$ cat src/core/rx_ctrl_params.svh
// Offsets, field positions, reset values and command codes of the
// receiver control block. Assumes inclusion by bare name.
`ifndef RX_CTRL_PARAMS_SVH
`define RX_CTRL_PARAMS_SVH

// ----------------------------------------------------------------
// Register offsets
// ----------------------------------------------------------------
`define OFF_OP_CTRL      3'h0
`define OFF_FILTER_CFG   3'h1
`define OFF_RX_CONF2     3'h2
`define OFF_RX_CONF3     3'h3
`define OFF_RX_CONF4     3'h4
`define OFF_RX_STATUS    3'h5

// ----------------------------------------------------------------
// Field positions
// ----------------------------------------------------------------
`define OP_RX_EN         6
`define OP_RX_CHN        5
`define OP_RX_MAN        4
`define FC_AMD_SEL       7
`define FC_CHAN_MAN      6
`define FC_LP_HI         5
`define FC_LP_LO         3
`define FC_ZERO_HI       2
`define FC_ZERO_LO       0
`define C2_LF_BYPASS     7
`define C3_RED_HI        7
`define C3_RED_LO        5
`define C3_BOOST         4
`define C4_RED_HI        7
`define C4_RED_LO        4

// ----------------------------------------------------------------
// Reset values and limits
// ----------------------------------------------------------------
`define RST_OP_CTRL      8'h00
`define RST_FILTER_CFG   8'h00
`define RST_RX_CONF2     8'h00
`define RST_RX_CONF3     8'hC0
`define RST_RX_CONF4     8'h00
`define STAGE23_MAX_RED  3'h6

// ----------------------------------------------------------------
// Command codes
// ----------------------------------------------------------------
`define CMD_MASK_RX      8'hD0
`define CMD_UNMASK_RX    8'hD1
`define CMD_RESET_GAIN   8'hD5
`define CMD_ANALOG_PRE   8'hCC

`endif

$ cat src/core/rx_ctrl_pkg.sv
// Types shared by the receiver control block and its bench.
// Assumes nothing beyond a SystemVerilog compiler.
package rx_ctrl_pkg;

  // ----------------------------------------------------------------
  // Enumerations
  // ----------------------------------------------------------------
  typedef enum logic [2:0] {
    PROTO_ISO_A_128,
    PROTO_ISO_B_128,
    PROTO_ISO_64,
    PROTO_ISO_32_16,
    PROTO_NFCIP,
    PROTO_TYPEF,
    PROTO_STREAM,
    PROTO_TRANSPARENT
  } proto_t;

  typedef enum logic [1:0] {ZERO1_60K, ZERO1_40K, ZERO1_12K} zero1_t;
  typedef enum logic [1:0] {ZERO3_400K, ZERO3_200K, ZERO3_80K} zero3_t;
  typedef enum logic [2:0] {
    LP_1200K, LP_600K, LP_300K, LP_2M, LP_7M
  } lp_t;

  // ----------------------------------------------------------------
  // Carriers
  // ----------------------------------------------------------------
  typedef struct packed {
    logic       wr_en;
    logic       rd_en;
    logic [2:0] addr;
    logic [7:0] wdata;
  } reg_req_t;

  typedef struct packed {
    logic       valid;
    logic [7:0] code;
  } cmd_t;

  typedef struct packed {
    zero1_t first_zero;
    zero3_t third_zero;
    lp_t    lowpass;
    logic   code_unused;
  } filter_sel_t;

  typedef struct packed {
    logic       power_en;
    logic       am_en;
    logic       pm_en;
    logic       chan_pm;
    logic       use_mixer;
    logic       lf_bypass;
    logic [2:0] stage1_red;
    logic       stage1_boost;
    logic [2:0] stage23_red;
  } analog_ctrl_t;

endpackage : rx_ctrl_pkg

$ cat src/core/receiver_control_logic.sv
// Receiver control: enables, receive window, filter decode, gain
// shadow and analog preset commands.
// Assumes synchronous inputs on mclk and a controller port that
// delivers register accesses and decoded command codes.
//
// How it works
// - Receive chain powered only while the receiver-enable bit is one.
// - Channel bit chooses both demod channels or a single one.
// - With both channels, a mode bit picks automatic or manual choice.
// - In automatic mode the framing logic picks the feeding channel.
// - Receive window rises when the mask-receive timer expires.
// - Mask command drops the window, unmask command raises it.
// - Window gates strength and framing input, not gain control.
// - Demodulator bit routes amplitude path to peak detector or mixer.
// - Bypass bit feeds input pins straight to gain and filter stages.
// - First-stage gain changes only through configuration register 3.
// - Register 3 resets to the minimum first-stage gain.
// - Filter bits 2..0 select first and third stage zeros.
// - Stage two/three gain reducible in six 3 dB steps.
// - Gain reset clears squelch and copies register 4 into shadow.
// - Filter bits 5..3 select the second-stage low-pass corner.
// - Preset for type A fc/128 loads low-pass 000, zeros clear.
// - Preset for B fc/128 and fc/64 sets only the 200k bit.
// - Preset for fc/32 and fc/16 loads 100 with 80k bit.
// - Peer mode sets 200k and 12k; type F sets 80k and 12k.
// - Preset leaves filters untouched in stream and transparent.
`timescale 1ns/10ps
`include "rx_ctrl_params.svh"

module receiver_control_logic (
  input  wire logic                      mclk,
  input  wire logic                      rst_n,
  input  wire logic                      ce,
  input  wire rx_ctrl_pkg::reg_req_t     reg_req,
  output logic [7:0]                     rd_data,
  input  wire rx_ctrl_pkg::cmd_t         cmd,
  input  wire rx_ctrl_pkg::proto_t       proto_mode,
  input  wire logic                      mrt_expire,
  input  wire logic                      framing_pick_pm,
  input  wire logic                      squelch_step,
  input  wire logic                      am_digital,
  input  wire logic                      pm_digital,
  output rx_ctrl_pkg::analog_ctrl_t      analog_ctrl,
  output rx_ctrl_pkg::filter_sel_t       filter_sel,
  output logic                           rx_window,
  output logic                           meas_gate,
  output logic                           framing_data,
  output logic                           gain_reset_pulse
);
  import rx_ctrl_pkg::*;

  // ----------------------------------------------------------------
  // Decoding functions
  // ----------------------------------------------------------------
  // Unused zero codes fall back to the default corners
  function automatic filter_sel_t decode_filter(input logic [7:0] fc);
    filter_sel_t f;
    f = '{ZERO1_60K, ZERO3_400K, LP_1200K, 1'b0};
    case (fc[`FC_ZERO_HI:`FC_ZERO_LO])
      3'h0: f.code_unused = 1'b0;
      3'h4: f.third_zero = ZERO3_200K;
      3'h2: begin
        f.first_zero = ZERO1_40K;
        f.third_zero = ZERO3_80K;
      end
      3'h1, 3'h5: begin
        f.first_zero = ZERO1_12K;
        f.third_zero = ZERO3_200K;
      end
      3'h3: begin
        f.first_zero = ZERO1_12K;
        f.third_zero = ZERO3_80K;
      end
      default: f.code_unused = 1'b1;
    endcase
    case (fc[`FC_LP_HI:`FC_LP_LO])
      3'h0: f.lowpass = LP_1200K;
      3'h1: f.lowpass = LP_600K;
      3'h2: f.lowpass = LP_300K;
      3'h4: f.lowpass = LP_2M;
      3'h5: f.lowpass = LP_7M;
      default: f.code_unused = 1'b1;
    endcase
    return f;
  endfunction : decode_filter

  // Preset value of filter bits 5..0 per protocol
  function automatic logic [5:0] preset_bits(input proto_t p);
    case (p)
      PROTO_ISO_A_128: preset_bits = 6'h00;
      PROTO_ISO_B_128,
      PROTO_ISO_64:    preset_bits = 6'h04;
      PROTO_ISO_32_16: preset_bits = 6'h22;
      PROTO_NFCIP:     preset_bits = 6'h05;
      PROTO_TYPEF:     preset_bits = 6'h03;
      default:         preset_bits = 6'h00;
    endcase
  endfunction : preset_bits

  // ----------------------------------------------------------------
  // Registers
  // ----------------------------------------------------------------
  logic [7:0] op_ctrl_reg;
  logic [7:0] filter_cfg_reg;
  logic [7:0] rx_conf2_reg;
  logic [7:0] rx_conf3_reg;
  logic [7:0] rx_conf4_reg;
  logic [2:0] shadow_red_reg;
  logic [2:0] squelch_red_reg;
  logic [2:0] squelch_red_next;
  logic [7:0] filter_cfg_next;
  logic       rx_window_next;

  // Access and command decode
  wire wr_op   = reg_req.wr_en && reg_req.addr == `OFF_OP_CTRL;
  wire wr_fc   = reg_req.wr_en && reg_req.addr == `OFF_FILTER_CFG;
  wire wr_c2   = reg_req.wr_en && reg_req.addr == `OFF_RX_CONF2;
  wire wr_c3   = reg_req.wr_en && reg_req.addr == `OFF_RX_CONF3;
  wire wr_c4   = reg_req.wr_en && reg_req.addr == `OFF_RX_CONF4;
  wire cmd_mask    = cmd.valid && cmd.code == `CMD_MASK_RX;
  wire cmd_unmask  = cmd.valid && cmd.code == `CMD_UNMASK_RX;
  wire cmd_gainrst = cmd.valid && cmd.code == `CMD_RESET_GAIN;
  wire cmd_preset  = cmd.valid && cmd.code == `CMD_ANALOG_PRE;
  // Stream and transparent have no preset: filters stay as written
  wire preset_ok   = proto_mode != PROTO_STREAM &&
                     proto_mode != PROTO_TRANSPARENT;

  // Preset wins over a write to the filter register in the same cycle
  assign filter_cfg_next = (cmd_preset && preset_ok) ?
      {filter_cfg_reg[7:6], preset_bits(proto_mode)} :
      (wr_fc ? reg_req.wdata : filter_cfg_reg);

  // Clear by command, then a same-cycle squelch step still counts
  wire [2:0] sq_base = cmd_gainrst ? 3'h0 : squelch_red_reg;
  assign squelch_red_next =
      (squelch_step && sq_base < `STAGE23_MAX_RED) ?
      sq_base + 3'h1 : sq_base;

  // Explicit commands override the timer; mask wins over expiry
  assign rx_window_next = cmd_mask ? 1'b0 :
      (cmd_unmask || mrt_expire) ? 1'b1 : rx_window;

  // Configuration registers
  always_ff @(posedge mclk) begin
    if (!rst_n) begin
      op_ctrl_reg    <= `RST_OP_CTRL;
      filter_cfg_reg <= `RST_FILTER_CFG;
      rx_conf2_reg   <= `RST_RX_CONF2;
      rx_conf3_reg   <= `RST_RX_CONF3;
      rx_conf4_reg   <= `RST_RX_CONF4;
    end else if (ce) begin
      if (wr_op) op_ctrl_reg <= reg_req.wdata;
      filter_cfg_reg <= filter_cfg_next;
      if (wr_c2) rx_conf2_reg <= reg_req.wdata;
      if (wr_c3) rx_conf3_reg <= reg_req.wdata;
      if (wr_c4) rx_conf4_reg <= reg_req.wdata;
    end
  end

  // Register 4 field reaches past six steps; clip it as it loads
  wire [3:0] conf4_red = rx_conf4_reg[`C4_RED_HI:`C4_RED_LO];
  wire [2:0] conf4_sat = (conf4_red > {1'b0, `STAGE23_MAX_RED}) ?
                         `STAGE23_MAX_RED : conf4_red[2:0];

  // Gain shadow and squelch reduction
  always_ff @(posedge mclk) begin
    if (!rst_n) begin
      shadow_red_reg  <= 3'h0;
      squelch_red_reg <= 3'h0;
    end else if (ce) begin
      if (cmd_gainrst)
        shadow_red_reg <= conf4_sat;
      squelch_red_reg <= squelch_red_next;
    end
  end

  // ----------------------------------------------------------------
  // Channel and analog control
  // ----------------------------------------------------------------
  wire both_chn = !op_ctrl_reg[`OP_RX_CHN];
  wire auto_sel = both_chn && !op_ctrl_reg[`OP_RX_MAN];
  // Framing decides in auto; otherwise the manual channel bit
  wire pick_pm  = auto_sel ? framing_pick_pm :
                  filter_cfg_reg[`FC_CHAN_MAN];
  wire power_on = op_ctrl_reg[`OP_RX_EN];
  // Larger of shadow and squelch, clipped at the six-step floor
  wire [2:0] red_max = (shadow_red_reg > squelch_red_reg) ?
                       shadow_red_reg : squelch_red_reg;
  wire [2:0] red_sat = (red_max > `STAGE23_MAX_RED) ?
                       `STAGE23_MAX_RED : red_max;
  wire       sel_bit = pick_pm ? pm_digital : am_digital;

  analog_ctrl_t ctrl_next;
  always_comb begin
    ctrl_next.power_en     = power_on;
    ctrl_next.am_en        = power_on && (both_chn || !pick_pm);
    ctrl_next.pm_en        = power_on && (both_chn || pick_pm);
    ctrl_next.chan_pm      = pick_pm;
    ctrl_next.use_mixer    = filter_cfg_reg[`FC_AMD_SEL];
    ctrl_next.lf_bypass    = rx_conf2_reg[`C2_LF_BYPASS];
    ctrl_next.stage1_red   = rx_conf3_reg[`C3_RED_HI:`C3_RED_LO];
    ctrl_next.stage1_boost = rx_conf3_reg[`C3_BOOST];
    ctrl_next.stage23_red  = red_sat;
  end

  // Read mux; status shows window and active reduction
  wire [7:0] rd_mux =
      reg_req.addr == `OFF_OP_CTRL    ? op_ctrl_reg    :
      reg_req.addr == `OFF_FILTER_CFG ? filter_cfg_reg :
      reg_req.addr == `OFF_RX_CONF2   ? rx_conf2_reg   :
      reg_req.addr == `OFF_RX_CONF3   ? rx_conf3_reg   :
      reg_req.addr == `OFF_RX_CONF4   ? rx_conf4_reg   :
      reg_req.addr == `OFF_RX_STATUS  ?
        {rx_window, 1'b0, squelch_red_reg, red_sat} : 8'h00;

  // Output flops; every top output leaves from here
  always_ff @(posedge mclk) begin
    if (!rst_n) begin
      analog_ctrl      <= '0;
      filter_sel       <= '{ZERO1_60K, ZERO3_400K, LP_1200K, 1'b0};
      rx_window        <= 1'b0;
      meas_gate        <= 1'b0;
      framing_data     <= 1'b0;
      gain_reset_pulse <= 1'b0;
      rd_data          <= 8'h00;
    end else if (ce) begin
      analog_ctrl      <= ctrl_next;
      filter_sel       <= decode_filter(filter_cfg_reg);
      rx_window        <= rx_window_next;
      meas_gate        <= rx_window && power_on;
      framing_data     <= rx_window && sel_bit;
      gain_reset_pulse <= cmd_gainrst;
      if (reg_req.rd_en) rd_data <= rd_mux;
    end
  end
endmodule : receiver_control_logic

$ cat config.mk
export PLATFORM = sky130hd
export DESIGN_NAME = receiver_control_logic
export DESIGN_NICKNAME = d
export VERILOG_FILES = /design/src/core/rx_ctrl_pkg.sv /design/src/core/receiver_control_logic.sv
export VERILOG_INCLUDE_DIRS = /design/src /design/src/core
export SDC_FILE = /design/constraint.sdc
export NUM_CORES = 1
export LEC_CHECK = 0
export BUFFER_PORTS_ARGS = -buffer_cell sky130_fd_sc_hd__buf_2
export CAP_MARGIN = 30
export CELL_PAD_IN_SITES_DETAIL_PLACEMENT = 1
export CELL_PAD_IN_SITES_GLOBAL_PLACEMENT = 2
export CORE_MARGIN = 2
export CORE_UTILIZATION = 33
export CTS_CLUSTER_DIAMETER = 200
export DETAILED_ROUTE_END_ITERATION = 6
export PLACE_DENSITY = 0.89
export SLEW_MARGIN = 5
export SYNTH_ARGS = -nofsm -noshare
export SYNTH_HDL_FRONTEND = slang
export SYNTH_SLANG_ARGS = --single-unit
$ cat constraint.sdc
create_clock -name mclk -period 2.2 [get_ports mclk]
set_input_delay 0 -clock mclk [delete_from_list [all_inputs] [get_ports mclk]]
set_output_delay 0 -clock mclk [all_outputs]
set_load 0.02 [all_outputs]
### Word level (Yosys, flattened, before mapping)

Index checks and enable logic that the tools add are counted.

| cells by class | value |
|---|---|
| equal/unequal tests | 25 |
| reduce and logical (&&, ||, !) cells | 43 |
| add/subtract/negate cells | 1 |
| $lt $le $gt $ge | 4 |
| bitwise gates (word level) | 1 |
| multiplexer cells | 23 |

Operator list:

| kind | count |
|---|---|
| 2-to-1 mux 8 bit | 6 |
| == test 8 bit (second input constant) | 4 |
| == test 3 bit (second input constant) | 8 |
| one-hot mux 6 bit (4 select lines) | 1 |
| == test 3 x 2 -> 1 bit (second input constant) | 7 |
| logical AND 1 bit | 17 |
| AND reduction 2 bit | 8 |
| 2-to-1 mux 3 bit | 5 |
| == test 3 x 1 -> 1 bit (second input constant) | 4 |
| 2-to-1 mux 6 bit | 2 |
| one-hot mux 3 bit (4 select lines) | 1 |
| zero test 3 bit | 3 |
| one-hot mux 2 bit (2 select lines) | 2 |
| 2-to-1 mux 1 bit | 6 |
| != test 3 bit (second input constant) | 2 |
| OR reduction 3 bit | 2 |
| OR reduction 6 bit | 1 |
| OR reduction 5 bit | 1 |
| > comparator 4 x 3 -> 1 bit (second input constant) | 1 |
| nonzero test 2 bit | 2 |
| OR reduction 2 bit | 2 |
| adder 3 x 1 -> 3 bit (second input constant) | 1 |
| > comparator 3 bit | 1 |
| > comparator 3 bit (second input constant) | 1 |
| other kinds (5) | 9 |

| storage, ports and cells | value |
|---|---|
| flip-flop bits (word level) | 79 |
| logic and storage cells | 123 |
| input bits | 33 |
| output and inout port bits | 33 |

### Longest topological paths before layout

| logic depth | value |
|---|---|
| depth after elaboration | 10 |
| mapped depth | 9 |
| gate-level depth less buffers | 9 |

### Worst setup path after synthesis

No wires, ideal clock.

| timing path | value |
|---|---|
| path kind | reg2reg |
| start | register squelch_red_reg[2] |
| end | register rd_data[1] |
| data required time | 2.126 ns |
| data arrival time | 1.839 ns |
| cell stages (with the launch flop) | 8 |
| setup time | 0.074 ns |
| setup slack | 0.287 ns |
| cells stage by stage | dfxtp_1 > inv_1 > ha_1 > a21oi_1 > a21boi_2 > mux2i_1 > or4b_1 > a31oi_1 |

| between the ends | value |
|---|---|
| longest elaborated chain between the ends | 10 |

Ends and longest elaborated chain:

| element | RTL line | text |
|---|---|---|
| start: declaration | receiver_control_logic.sv:109 | `logic [2:0] squelch_red_reg;` |
| start signal: assignment | receiver_control_logic.sv:173 | `squelch_red_reg <= squelch_red_next;` |
| > comparator 3 bit | receiver_control_logic.sv:187 | `wire [2:0] red_max = (shadow_red_reg > squelch_red_reg) ?` |
| 2-to-1 mux 3 bit (*) | receiver_control_logic.sv:187 |  |
| > comparator 3 bit (no line) | n/a |  |
| 2-to-1 mux 3 bit (*) | receiver_control_logic.sv:189 | `` wire [2:0] red_sat = (red_max > `STAGE23_MAX_RED) ? `` |
| 2-to-1 mux 8 bit (*) | receiver_control_logic.sv:213 | `` reg_req.addr == `OFF_RX_STATUS ? `` |
| 2-to-1 mux 8 bit (*) | receiver_control_logic.sv:212 | `` reg_req.addr == `OFF_RX_CONF4 ? rx_conf4_reg : `` |
| 2-to-1 mux 8 bit (*) | receiver_control_logic.sv:211 | `` reg_req.addr == `OFF_RX_CONF3 ? rx_conf3_reg : `` |
| 2-to-1 mux 8 bit (*) | receiver_control_logic.sv:210 | `` reg_req.addr == `OFF_RX_CONF2 ? rx_conf2_reg : `` |
| 2-to-1 mux 8 bit (*) | receiver_control_logic.sv:209 | `` reg_req.addr == `OFF_FILTER_CFG ? filter_cfg_reg : `` |
| 2-to-1 mux 8 bit (*) | receiver_control_logic.sv:208 | `` reg_req.addr == `OFF_OP_CTRL ? op_ctrl_reg : `` |
| end signal: assignment | receiver_control_logic.sv:233 | `if (reg_req.rd_en) rd_data <= rd_mux;` |
| end: declaration | receiver_control_logic.sv:35 | `output logic [7:0] rd_data,` |

Mark *: on every way between the ends. The rest lies on a longest branch, timed or not.
A chain may end at the register's enable or synchronous reset.

### Final worst setup path

Same ends and word-level chain as after synthesis.

==> run_results.csv <==
group,metric,value,unit
floorplanning,ios,66,
clock_tree,post-cts-setup-buffers,0,
timing,rsz0062_at_grt,"no",
clock_tree,htreeDepth,3,
cells_and_area,final_cells,628,
timing,drv_slew,0,
global_route,grt_overflow,0,
synth,seq_area_frac_synth,43.2,%
synth,synth_nets,444,
place,port_buffers,65,
critical_path,cp.required,2.48,ns
clock_tree,clock_latency,0.35,ns
route,totalWireLength,11000,microns
critical_path,crit_fanout,7,
timing,relSlewSlack,57.8,%
route,via_count,3359,
synth,synthArstFlopShare,0,%
place,dp_hpwl,8040,microns
synth,yosysWarnings,0,
synth,ys_ff_latch,79,
timing,min_period,2.05,ns
power,clkPwrFrac,38.3,%
route,route.antenna.remaining_nets,0,
global_route,grt_start_max_net_pins,31,
power,p_int,2.12,mW
cells_and_area,final_common_cell,"dfxtp_1",
cells_and_area,largest_reg_flops,13,
synth,synth-edff-count,0,
cells_and_area,syn_to_final_growth,22.3,%
floorplanning,dieArea,0.0120,sq mm
synth,synth_top_family_by_area,"simple AND/OR/NAND/NOR gates",
synth,synthSimpleGateAreaFrac,18.6,%
floorplanning,initial_core_util,33.8,%
run_status,outcome,"completed",
timing,finalSetupViolations,0,
route,remaining_drc_errors,0,
timing,finalSetupTns,0,ns
power,ir_drop,308,uV
place,dp.cells,599,
cells_and_area,final_core_util,41.3,%
power,p_leak,1.82,nW
clock_tree,cts_tree,"done",
power,p_switching,802,uW
critical_path,max_stage_delay,0.47,ns
floorplanning,die_y,109,microns
place,place_congestion,0.848,
critical_path,worstSetupStartpointType,"register",
cells_and_area,mostFrequentLayoutCells,"dfxtp_1 (77), buf_2 (65), nor2_1 (51)",
synth,synthMuxAreaShare,16.7,%
clock_tree,cts_sinks,79,
timing,skew,0.00917,ns
worst_hold_path,hp-class,"in2reg",
critical_path,setup.worst_path.end_class,"register",
route,first_pass_iters,4,
synth,synthesis.area,0.00366,sq mm
global_route,antenna_found_initial,0,
critical_path,critPathBufInv,1,
critical_path,crit_chain,"inv_1 > ha_1 > nand3b_1 > a21boi_2 > mux2i_2 > or4b_1 > a31oi_1",
synth,ys.flop_type,"dfxtp_1",
critical_path,slowest_stage,"or4b_1",
cells_and_area,drive_gt1_share,24.4,%
power,comb_power_share,11.0,%
global_route,grt_pass1_wl,18000,microns
synth,synth.distinct_cells,52,
clock_tree,clock_path_buffers,2,
floorplanning,coreArea,0.0108,sq mm
cells_and_area,antenna_cells,0,
cells_and_area,regMostFlops,"analog_ctrl",
timing,tightest_slew,0.617,ns
global_route,track_usage,19.5,%
route,via_per_inst,5.35,
synth,synthAdderAreaFrac,1.37,%
timing,fin_crit_sh,93.4,%
cells_and_area,fin_nets,520,
timing,fmax,487,MHz
critical_path,critPathTopFamily,"simple AND/OR/NAND/NOR gates",
synth,yosys.area_share.xor_xnor,0.717,%
clock_tree,clk_pin_slew,0.09,ns
power,power_density,653,mW/mm^2
route,routedWlPerCell,17.6,microns
critical_path,arrival,2.34,ns
timing,hold_viol,0,
run,max_cap_viol_count,0,
synth,synth_compound_area_share,15.0,%
power,power_frac_seq,50.7,%
floorplanning,fp-row-count,38,
clock_tree,clockRootBuffer,"clkbuf_8",
floorplanning,die_w,109,microns
critical_path,critPathKind,"reg2reg",
synth,synth_cells,407,
route,first_iter_violations,181,
global_route,grt_pass1_vias,3466,
clock_tree,cts_buffers,9,
timing,whs,0.0796,ns
power,sw_frac_of_total,27.4,%
synth,avgSynthCellArea,9.00,sq um
-- layout make-up --
| class | instances | area [sq um] |
|---|---|---|
| inverter | 14 | 52.6 |
| tap | 140 | 175 |
| clock buffer | 9 | 124 |
| sequential | 79 | 1580 |
| fill | 1301 | 6360 |
| clock inverter | 7 | 81.3 |
| timing repair buffer | 89 | 538 |
| multi-input combinational | 290 | 1930 |
-- tightest hold or removal path: cells and delay by family --
kind            cells  cell delay, ns
simple gates        1            0.07
compound gates      1            0.05
mux                 1            0.14
buf+inv             1            0.12
-- cells by family after synthesis --
family,count (synthesis)
AND/OR/NAND/NOR,142
flip-flops,79
adder cells (fa/ha/maj),4
AO/OA/AOI/OAI,86
buffers and inverters,38
XOR/XNOR,3
multiplexers,55
-- Yosys cell counts (2+ instances only) --
cell	instances	area, sq um
a211oi_1	5	37.5
inv_1	13	48.8
nor3_1	8	40.0
nand3b_1	4	30.0
xnor2_1	2	17.5
nand4b_1	2	17.5
clkbuf_1	13	48.8
nand2_1	38	143
mux2_2	10	113
o211ai_1	2	15.0
o31ai_1	2	15.0
dfxtp_1	79	1580
a31oi_1	6	37.5
and2_2	3	22.5
buf_2	4	20.0
a21oi_1	33	165
nand3_1	20	100
a21boi_0	2	15.0
nor4_1	3	18.8
nand2b_1	3	18.8
o221ai_1	3	26.3
buf_6	2	22.5
o21ai_0	13	65.1
nor2_1	51	191
mux4_2	4	90.1
mux2i_1	41	410
ha_1	4	50.1
a22oi_1	9	67.6
buf_1	5	18.8
-- what timing repair did --
item	CTS	global route
hold buffers	13	0
endpoints found under the setup margin	0	3
hold endpoints to repair	25	0
gates resized for setup	0	4
-- per-stage QoR --
stage | setup WS (ns) | cell area (sq um) | total power [mW]
5_1_grt | 0.0118 | 4480 | 3.06
4_1_cts | 0.0418 | 4470 | 2.95
3_3_place_gp | 0.182 | 4140 | 1.81
3_5_place_dp | 0.0292 | 4140 | 1.82
6_report | 0.146 | 4480 | 2.92
2_1_floorplan | 0.287 | 3660 | 1.69
-- final timing paths --
path	slack, ns	start	cells after the start	end
worst min register to register	0.46	op_ctrl_reg[1]	2	op_ctrl_reg[1]
worst max-delay path	0.15	squelch_red_reg[2]	7	rd_data[1]
worst min-delay path	0.08	proto_mode[0]	4	filter_cfg_reg[1]
worst max register to register	0.15	squelch_red_reg[2]	7	rd_data[1]
-- power groups by stage --
stage / Sequential (mW) / Clock [mW] / Combinational (mW)
final: 1.48 / 1.12 / 0.320
after global routing: 1.49 / 1.22 / 0.352
after CTS: 1.48 / 1.15 / 0.321
after detailed placement: 1.52 / 0 / 0.303
after global placement: 1.52 / 0 / 0.294
after floorplan: 1.53 / 0 / 0.158
-- per-layer routing --
metal | track usage [%] | vias to the layer above | routed length, microns
met4 | 6.78 | 0 | 197
li1 | - | 1607 | -
met1 | 24.9 | 1668 | 5090
met5 | 0 | - | 0
met2 | 33.0 | 71 | 5350
met3 | 3.32 | 13 | 401
Power figures use the tool's default switching activity.
